--- config.mk ---
export PLATFORM = sky130hd
export DESIGN_NAME = standby_power_and_slow_clock_select
export DESIGN_NICKNAME = d
export VERILOG_FILES = /design/src/rtl/standby_pkg.sv /design/src/rtl/slow_clock_divider.sv /design/src/rtl/standby_power_and_slow_clock_select.sv
export SDC_FILE = /design/constraint.sdc
export NUM_CORES = 1
export LEC_CHECK = 0
export ABC_CLOCK_PERIOD_IN_PS = 1800
export BUFFER_PORTS_ARGS = -buffer_cell sky130_fd_sc_hd__buf_4
export CORE_UTILIZATION = 40
export CTS_BUF_LIST = sky130_fd_sc_hd__clkbuf_8
export DETAILED_ROUTE_END_ITERATION = 10
export MAX_ROUTING_LAYER = met4
export PLACE_DENSITY = 0.73
export SYNTH_ARGS = -nofsm -noshare
export SYNTH_HDL_FRONTEND = slang
export SYNTH_SLANG_ARGS = --single-unit
--- constraint.sdc ---
create_clock -name clock_i -period 1.8 [get_ports clock_i]
set_clock_uncertainty 0.15 [all_clocks]
set_input_delay 0.36 -clock clock_i [delete_from_list [all_inputs] [get_ports clock_i]]
set_output_delay 0.36 -clock clock_i [all_outputs]
set_load 0.05 [all_outputs]
--- src/rtl/standby_pkg.sv ---
// Package: standby control constants and types
package standby_pkg;
  // Configuration register of the runtime logical device
  localparam logic [7:0] SLOW_CLOCK_CONFIG_OFFSET = 8'hF0;
  localparam int ABSENT_BIT = 0;
  localparam logic [7:0] SLOW_CLOCK_CONFIG_RESET = 8'h00;
  localparam logic [3:0] RUNTIME_DEVICE = 4'hA;
  // Supply threshold in millivolts
  localparam int MAIN_SUPPLY_GOOD_MV = 2300;
  // Slow clock, reference clock and system clock rates
  localparam int SLOW_CLOCK_HZ = 32768;
  localparam int REF_CLOCK_HZ = 14318180;
  localparam int CLOCK_HZ = 125000000;
  // Half period of internal slow clock in ref clock cycles
  localparam int REF_HALF_CYCLES = REF_CLOCK_HZ / (2 * 32000);
  localparam logic [8:0] REF_HALF_COUNT = 9'(REF_HALF_CYCLES - 1);

  typedef struct packed {
    logic wr;
    logic rd;
    logic [3:0] device;
    logic [7:0] offset;
    logic [7:0] data;
  } cfg_req_t;
endpackage

--- src/rtl/slow_clock_divider.sv ---
// Internal slow clock level derived from the reference clock
`timescale 1ns/100ps
module slow_clock_divider
  import standby_pkg::*;
(
  // Clock and reset
  input wire logic clock_i,
  input wire logic rst_i,
  // Reference clock, already synchronised
  input wire logic ref_clock_i,
  // Derived slow clock level
  output logic slow_clock_o
);
  logic ref_prev_reg;
  logic [8:0] count_reg;

  always_ff @(posedge clock_i or posedge rst_i) begin
    if (rst_i) begin
      ref_prev_reg <= 1'b0;
    end else begin
      ref_prev_reg <= ref_clock_i;
    end
  end

  always_ff @(posedge clock_i or posedge rst_i) begin
    if (rst_i) begin
      count_reg <= 9'h000;
      slow_clock_o <= 1'b0;
    end else if (ref_clock_i && !ref_prev_reg) begin
      if (count_reg == REF_HALF_COUNT) begin
        count_reg <= 9'h000;
        slow_clock_o <= !slow_clock_o;
      end else begin
        count_reg <= count_reg + 9'h001;
      end
    end
  end
endmodule

--- src/rtl/standby_power_and_slow_clock_select.sv ---
// Standby power gating and slow clock source select
// Notes on behaviour
// RULE_01: Host reads and writes decoded only while main supply is good.
// RULE_02: Wake output and wake inputs keep working on trickle supply.
// RULE_03: IR transmit and indicator pins stay under logic control on trickle.
// RULE_04: Main supply low disables the IR half-duplex timeout.
// RULE_05: Trickle power-on reset initialises IR, wake config and wake logic.
// RULE_06: Absent flag is bit 0 at 0xF0, cleared by trickle reset or a host write, not by main supply loss.
// RULE_07: Flag 0 means external slow clock present; 1 means pin grounded.
// RULE_08: Flag 0 selects external slow clock; 1 selects divided reference.
// RULE_09: Internal slow clock works while main supply is present.
// RULE_10: Software sets the flag when no external slow clock is fitted.
`timescale 1ns/100ps
module standby_power_and_slow_clock_select
  import standby_pkg::*;
(
  // Clock and trickle power-on reset
  input wire logic clock_i,
  input wire logic rst_i,
  // Supply status and clock pins
  input wire logic main_supply_good_i,
  input wire logic slow_clock_pin_i,
  input wire logic ref_clock_i,
  // Configuration access
  input wire cfg_req_t cfg_req_i,
  output logic [7:0] cfg_rdata_o,
  output logic cfg_rvalid_o,
  // Wake inputs from pins
  input wire logic keyboard_data_pin_i,
  input wire logic mouse_data_pin_i,
  input wire logic infrared_receive_pin_i,
  input wire logic ring_input_first_n_i,
  input wire logic ring_input_second_n_i,
  input wire logic second_serial_receive_i,
  // Wake inputs qualified for the wake logic
  output logic [5:0] wake_inputs_o,
  input wire logic wake_event_n_i,
  output logic wake_event_out_n_o,
  // Transmit and indicator drive
  input wire logic infrared_transmit_i,
  input wire logic second_serial_transmit_i,
  input wire logic indicator_one_i,
  input wire logic indicator_two_i,
  output logic infrared_transmit_pin_o,
  output logic second_serial_transmit_o,
  output logic indicator_one_o,
  output logic indicator_two_o,
  // Control to neighbouring blocks
  output logic host_decode_enable_o,
  output logic ir_timeout_enable_o,
  output logic slow_clock_o,
  output logic slow_clock_absent_o
);
  // Ring inputs are active low, the rest active high
  localparam int WAKE_COUNT = 6;
  localparam logic [5:0] WAKE_ACTIVE_LOW = 6'h18;

  logic [1:0] good_sync_reg;
  logic [1:0] pin_sync_reg;
  logic [1:0] ref_sync_reg;
  logic [5:0] wake_pins;
  logic [7:0] config_reg;
  logic internal_slow;
  logic good;
  logic host_access;
  logic read_hit;
  logic write_hit;

  // Supply good synchroniser
  always_ff @(posedge clock_i or posedge rst_i) begin
    if (rst_i) begin
      good_sync_reg <= 2'h0;
    end else begin
      good_sync_reg <= {good_sync_reg[0], main_supply_good_i};
    end
  end

  // Slow clock pin synchroniser
  always_ff @(posedge clock_i or posedge rst_i) begin
    if (rst_i) begin
      pin_sync_reg <= 2'h0;
    end else begin
      pin_sync_reg <= {pin_sync_reg[0], slow_clock_pin_i};
    end
  end

  // Reference clock synchroniser
  always_ff @(posedge clock_i or posedge rst_i) begin
    if (rst_i) begin
      ref_sync_reg <= 2'h0;
    end else begin
      ref_sync_reg <= {ref_sync_reg[0], ref_clock_i};
    end
  end

  assign good = good_sync_reg[1];

  // RULE_02: wake pins gathered
  assign wake_pins = {second_serial_receive_i, ring_input_second_n_i,
    ring_input_first_n_i, infrared_receive_pin_i, mouse_data_pin_i,
    keyboard_data_pin_i};

  // RULE_02: per pin sync, polarity after sync
  for (genvar b = 0; b < WAKE_COUNT; b++) begin : g_wake
    logic [1:0] sync_reg;

    always_ff @(posedge clock_i or posedge rst_i) begin
      if (rst_i) begin
        sync_reg <= {2{WAKE_ACTIVE_LOW[b]}};
      end else begin
        sync_reg <= {sync_reg[0], wake_pins[b]};
      end
    end

    always_ff @(posedge clock_i or posedge rst_i) begin
      if (rst_i) begin
        wake_inputs_o[b] <= 1'b0;
      end else begin
        wake_inputs_o[b] <= sync_reg[1] ^ WAKE_ACTIVE_LOW[b];
      end
    end
  end

  // RULE_02: wake output independent of supply
  always_ff @(posedge clock_i or posedge rst_i) begin
    if (rst_i) begin
      wake_event_out_n_o <= 1'b1;
    end else begin
      wake_event_out_n_o <= wake_event_n_i;
    end
  end

  // RULE_03: transmit and indicators follow logic
  always_ff @(posedge clock_i or posedge rst_i) begin
    if (rst_i) begin
      infrared_transmit_pin_o <= 1'b0;
      second_serial_transmit_o <= 1'b0;
      indicator_one_o <= 1'b0;
      indicator_two_o <= 1'b0;
    end else begin
      infrared_transmit_pin_o <= infrared_transmit_i;
      second_serial_transmit_o <= second_serial_transmit_i;
      indicator_one_o <= indicator_one_i;
      indicator_two_o <= indicator_two_i;
    end
  end

  // RULE_01: gate host decode on supply
  assign host_access = good && cfg_req_i.device == RUNTIME_DEVICE
    && cfg_req_i.offset == SLOW_CLOCK_CONFIG_OFFSET;
  assign read_hit = host_access && cfg_req_i.rd;
  assign write_hit = host_access && cfg_req_i.wr;

  // RULE_05: trickle reset clears configuration
  // RULE_06: flag held at bit 0 of 0xF0
  always_ff @(posedge clock_i or posedge rst_i) begin
    if (rst_i) begin
      config_reg <= SLOW_CLOCK_CONFIG_RESET;
    end else if (write_hit) begin
      config_reg <= cfg_req_i.data;
    end
  end

  // RULE_01: read strobe only when powered
  always_ff @(posedge clock_i or posedge rst_i) begin
    if (rst_i) begin
      cfg_rvalid_o <= 1'b0;
    end else begin
      cfg_rvalid_o <= read_hit;
    end
  end

  // RULE_01: read data, zero when idle
  always_ff @(posedge clock_i or posedge rst_i) begin
    if (rst_i) begin
      cfg_rdata_o <= 8'h00;
    end else begin
      cfg_rdata_o <= read_hit ? config_reg : 8'h00;
    end
  end

  // RULE_09: internal clock from reference
  slow_clock_divider divider (
    .clock_i(clock_i),
    .rst_i(rst_i),
    .ref_clock_i(ref_sync_reg[1]),
    .slow_clock_o(internal_slow)
  );

  // RULE_07: flag encoding of clock source
  always_ff @(posedge clock_i or posedge rst_i) begin
    if (rst_i) begin
      slow_clock_absent_o <= 1'b0;
    end else begin
      slow_clock_absent_o <= config_reg[ABSENT_BIT];
    end
  end

  // RULE_08: slow clock source select
  always_ff @(posedge clock_i or posedge rst_i) begin
    if (rst_i) begin
      slow_clock_o <= 1'b0;
    end else begin
      slow_clock_o <= config_reg[ABSENT_BIT] ? internal_slow
        : pin_sync_reg[1];
    end
  end

  // RULE_01: host decode enable output
  always_ff @(posedge clock_i or posedge rst_i) begin
    if (rst_i) begin
      host_decode_enable_o <= 1'b0;
    end else begin
      host_decode_enable_o <= good;
    end
  end

  // RULE_04: IR timeout off while supply low
  always_ff @(posedge clock_i or posedge rst_i) begin
    if (rst_i) begin
      ir_timeout_enable_o <= 1'b0;
    end else begin
      ir_timeout_enable_o <= good;
    end
  end
endmodule

Word-level counts from Yosys, hierarchy flattened
Index checks and enable logic that the tools add are counted.
{ "classes": {"add_sub_neg": 1, "multipliers": 0, "n_div": 0, "magnitude_cmp": 0, "n_eq_ne": 3, "shift": 0, "muxes": 3, "bitwise_logic": 2, "n_reduce_logical": 8} }
{ "ops": {"columns": ["op", "n"], "rows": [
  ["adder 9 x 1 -> 9 bit, second input constant", 1],
  ["equality test 9 x 8 -> 1 bit, second input constant", 1],
  ["2-to-1 mux 9 bit", 1],
  ["equality test 8 bit, second input constant", 1],
  ["2-to-1 mux 8 bit", 1],
  ["logical AND 1 bit", 5],
  ["equality test 4 bit, second input constant", 1],
  ["logical NOT 1 bit", 2],
  ["NOT 1 bit", 2],
  ["AND reduction 2 bit", 1],
  ["2-to-1 mux 1 bit", 1]
]} }
{ "totals": {"regBits": 60, "latchBits": 0, "mem_bits_rw": 0, "mem_bits_ro": 0, "in_bits": 38, "output_inout_bits": 24, "elab_cells": 46, "n_memories": 0} }

Longest topological paths before layout
{ "depth": {"word_depth": 5, "mapped_depth": 6} }

Cells and area by module
A second synthesis with hierarchy kept.
{ "hier_totals": {"hier_cells": 134, "hier_area_um2": 2063.2} }
{ "by_module_without_submodules": {"columns": ["module", "n_inst", "cells_each", "area_each_um2", "seq_area_each_um2"], "rows": [
  ["standby_power_and_slow_clock_select", 1, 77, 1498.9, 1232.4],
  ["slow_clock_divider", 1, 57, 564.3, 275.3]
]} }

Least setup slack after synthesis
No wires, ideal clock.
{ "synth_timing": {"kind": "in2reg", "from": "in cfg_req_i[8] (netlist name)", "to": "reg config_reg[0]", "setup_ps": 125, "arrival_time_ps": 1817, "required_time_ps": 1525, "setup_slack_ps": -292, "cell_stages": 4, "path_buffers": 1, "path_cell_list": "or4b_1 or4_4 buf_6 mux2_4"} }
{ "synth_via": {"elab_chain_len": 3} }
{ "synth_rtl": {"columns": ["item", "line_no", "text"], "rows": [
  ["start, declared", "standby_power_and_slow_clock_select.sv:25", "input wire cfg_req_t cfg_req_i,"],
  ["equality test 8 bit", "standby_power_and_slow_clock_select.sv:150", "&& cfg_req_i.offset == SLOW_CLOCK_CONFIG_OFFSET;"],
  ["logical AND 1 bit", "standby_power_and_slow_clock_select.sv:150", null],
  ["logical AND 1 bit", "standby_power_and_slow_clock_select.sv:152", "assign write_hit = host_access && cfg_req_i.wr;"],
  ["end signal, assigned", "standby_power_and_slow_clock_select.sv:160", "config_reg <= cfg_req_i.data;"],
  ["end, declared", "standby_power_and_slow_clock_select.sv:62", "logic [7:0] config_reg;"]
]} }
No other way between the ends.
A chain may end at the register's enable or synchronous reset.

Worst setup path after layout
{ "layout_timing": {"from": "in cfg_req_i[8] (netlist name)", "to": "reg config_reg[6]"} }
Same word-level chain as after synthesis.

==> impl_results.md <==
- PnR worst setup slack: -0.139 ns
- Synth cell types: 34
- WL final: 3980 microns
- CTS Sinks: 60
- Delay-heaviest family, CP: simple AND/OR/NAND/NOR gates
- Row Count: 25
- WP data arrival: 2.00 ns
- Ant. Diodes: 0
- Die Y-Extent: 73.5 microns
- Worst-case clock buffer depth: 2
- Post-synthesis cell count: 130
- Clk_lat worst skew: 0.32 ns
- Largest fanout on the critical path: 8
- Max FFs per register: 12
- Initial antenna violation count: 0
- FMAX: 0.516 GHz
- Starting density of the core: 0.424
- WHS: 0.109 ns
- Peak supply drop: 0.559 mV
- Mapped Nets: 170
- Synth Warn #: 0
- Total power: 3.19 mW
- Nets: 264
- Leak pwr: 1.56 nW
- First-pass GRT wire length: 6110 microns
- CTS root buffer: clkbuf_8
- Worst setup EP type: flop
- Relative slew slack: 0.736
- Total Routing Usage GR: 0.166
- Area fraction of the dominant cell type after synthesis: 0.674
- Slowest-stage cell, CP: or4_4
- TritonCTS clock tree: built
- Hold Path Origin: cfg_req_i[0]
- Area Overhead vs Synth: 49.2%
- Most frequent cells in the layout: 67 x buf_4, 55 x dfrtp_1, 15 x dlygate4sd3_1
- Synth area leader: dfrtp_1
- R2r startpoint: good_sync_reg[1]
- Crit path kind: input pin to flop
- Die W: 73.5 microns
- Max-cap violations: 0
- Buf+Inv Stages, Crit Path: 1
- Most common cell after layout, fill and taps aside: buf_4
- Outcome: finished with violations
- Antenna viol nets, final: 0
- CP Launch Type: input pin
- CP Cell Sequence: buf_4 > or4b_4 > or4_4 > mux2_4
- Overflow after GRT: 0
- Non-Filler Instances: 296
- Cts bufs inserted: 9
- IO Count: 62
- GPL Wtd Cong: 0.764
- Count of final setup violators: 8
- Period minus WS final: 1.94 ns
- First-pass iteration count of the detailed router: 4
- Mapped Avg Cell Area: 15.7 sq um
- Vias in the first global route: 1315
- Port Buffer Count: 61
- DRC Markers: 0
- Core area: 0.00482 sq mm
- R2R Path End: config_reg[6]
- Worst hold path stage count: 2
- Via density: 4.53
- Setup_tns: -1.07 ns
- Final hold vios: 0
- R2r setup slk: -0.11 ns
- Hold path endpoint: config_reg[0]
- Synth top area cells: dfrtp_1 67%, dfstp_2 6.4%, mux2_4 5.9%
- Slew Limit Fails: 0
- Share of layout cells above drive strength 1: 0.467
- Synth Register Bits: 60
- H-tree lvl count: 3
- Required @ worst endpoint: 1.86 ns
- Reg2Reg Depth: 4
- RSZ-0062 raised after global routing: true
- Initial DRC count: 117
- Layout fillers: 381
- Die area: 0.00539 sq mm
- Worst hold path class: input pin to flop
- Power density over the cells: 1050 mW/mm^2
- Failing checks: setup timing
- DP Cell Count: 261
- Delay of the slowest cell on the worst path: 0.64 ns
- CTS clk-pin slew, worst paths: 0.07 ns
- Largest net degree at the start of global routing: 34
- Sequential fraction of the synthesis area: 0.738
- Netlist Area Pre-Place: 0.00204 sq mm
- WL/cell: 13.4 microns
- Final period util: 1.08
- Worst-margin pin slew: 0.395 ns
- Via count: 1340
- Detailed Place HPWL: 2550 microns
[where the power goes]
part | switching (mW) | leakage, nW | total (mW) | internal [mW]
clock | 0.501 | 0.112 | 1.26 | 0.764
sequential | 0.0823 | 0.739 | 1.53 | 1.45
combinational | 0.199 | 0.710 | 0.391 | 0.193
total | 0.782 | 1.56 | 3.19 | 2.41
[cell usage after synthesis]
cell type	instances
mux2_4	8
buf_4	1
nor3_1	2
or2_2	1
mux2_2	2
o211a_1	1
and2_1	9
nor4bb_1	1
nand4_1	3
inv_1	7
or4b_1	1
or4_4	1
nand4b_1	1
o21ai_0	2
a221oi_1	1
buf_6	1
nor2_1	3
dfrtp_1	55
nand3b_1	1
nand3_1	2
nor3b_1	1
a211o_1	1
dfstp_2	5
xnor2_1	2
nor2b_1	1
nand2b_1	1
a311o_1	1
a31oi_1	3
ha_1	2
a21oi_1	3
nand2_1	2
a21o_1	1
and3_1	3
o311ai_0	1
[layer usage]
layer,global-route usage,vias up,share of wire
met5,-,-,0
met4,0.0897,0,0.0073
met3,0.0617,4,0.068
met2,0.238,56,0.50
met1,0.203,641,0.43
li1,-,639,-
[how the worst max path moves through the flow]
stage / end / start / slack [ns] / cells after the start
detailed placement: config_reg[4] / cfg_req_i[8] / -0.41 / 4
global placement: config_reg[5] / cfg_req_i[8] / -0.38 / 4
floorplan: config_reg[0] / cfg_req_i[8] / -0.28 / 4
global route: config_reg[1] / good_sync_reg[1] / -0.17 / 4
CTS: config_reg[6] / good_sync_reg[1] / -0.12 / 4
finish: config_reg[6] / cfg_req_i[8] / -0.14 / 4
[through the flow]
| step | utilization | area [sq um] | setup slack, ns |
|---|---|---|---|
| 2_1_floorplan | - | 2060 | -0.284 |
| 3_3_place_gp | 0.545 | 2630 | -0.382 |
| 3_5_place_dp | 0.545 | 2630 | -0.410 |
| 4_1_cts | 0.628 | 3020 | -0.122 |
| 5_1_grt | 0.632 | 3050 | -0.166 |
| 6_report | 0.632 | 3050 | -0.139 |
[worst reg2reg max path, cell delays in order (launching register included)]
cell      delay, ns
dfrtp_1        0.37
nor4bb_4       0.20
nand3b_1       0.14
or4_4          0.60
mux2_4         0.34
[repair_timing]
| item | 4_1_cts | 5_1_grt |
|---|---|---|
| hold buffers | 15 | 0 |
| setup endpoints to repair | 8 | 16 |
| pin swaps | 3 | 1 |
| gates cloned | 0 | 1 |
| hold endpoints to repair | 30 | 0 |
| setup buffers | 3 | 2 |
| resized for setup | 2 | 5 |
[layout make-up]
class | instances | area [sq um] | area share
clock inverter | 7 | 85.1 | 0.0279
clock buffer | 9 | 124 | 0.0407
multi-input combinational | 61 | 527 | 0.173
sequential | 60 | 1510 | 0.495
timing repair buffer | 85 | 689 | 0.226
tap | 67 | 83.8 | 0.0275
inverter | 7 | 30.0 | 0.00986
[cell families after synthesis]
| group | after synthesis | synth area share |
|---|---|---|
| AND/OR/NAND/NOR | 33 | 0.101 |
| adder cells (fa/ha/maj) | 2 | 0.0123 |
| multiplexers | 10 | 0.0699 |
| buffers and inverters | 9 | 0.0221 |
| XOR/XNOR | 2 | 0.00858 |
| AO/OA/AOI/OAI | 14 | 0.0478 |
| flip-flops | 60 | 0.738 |
No activity file was read; power rests on OpenSTA's default activity.
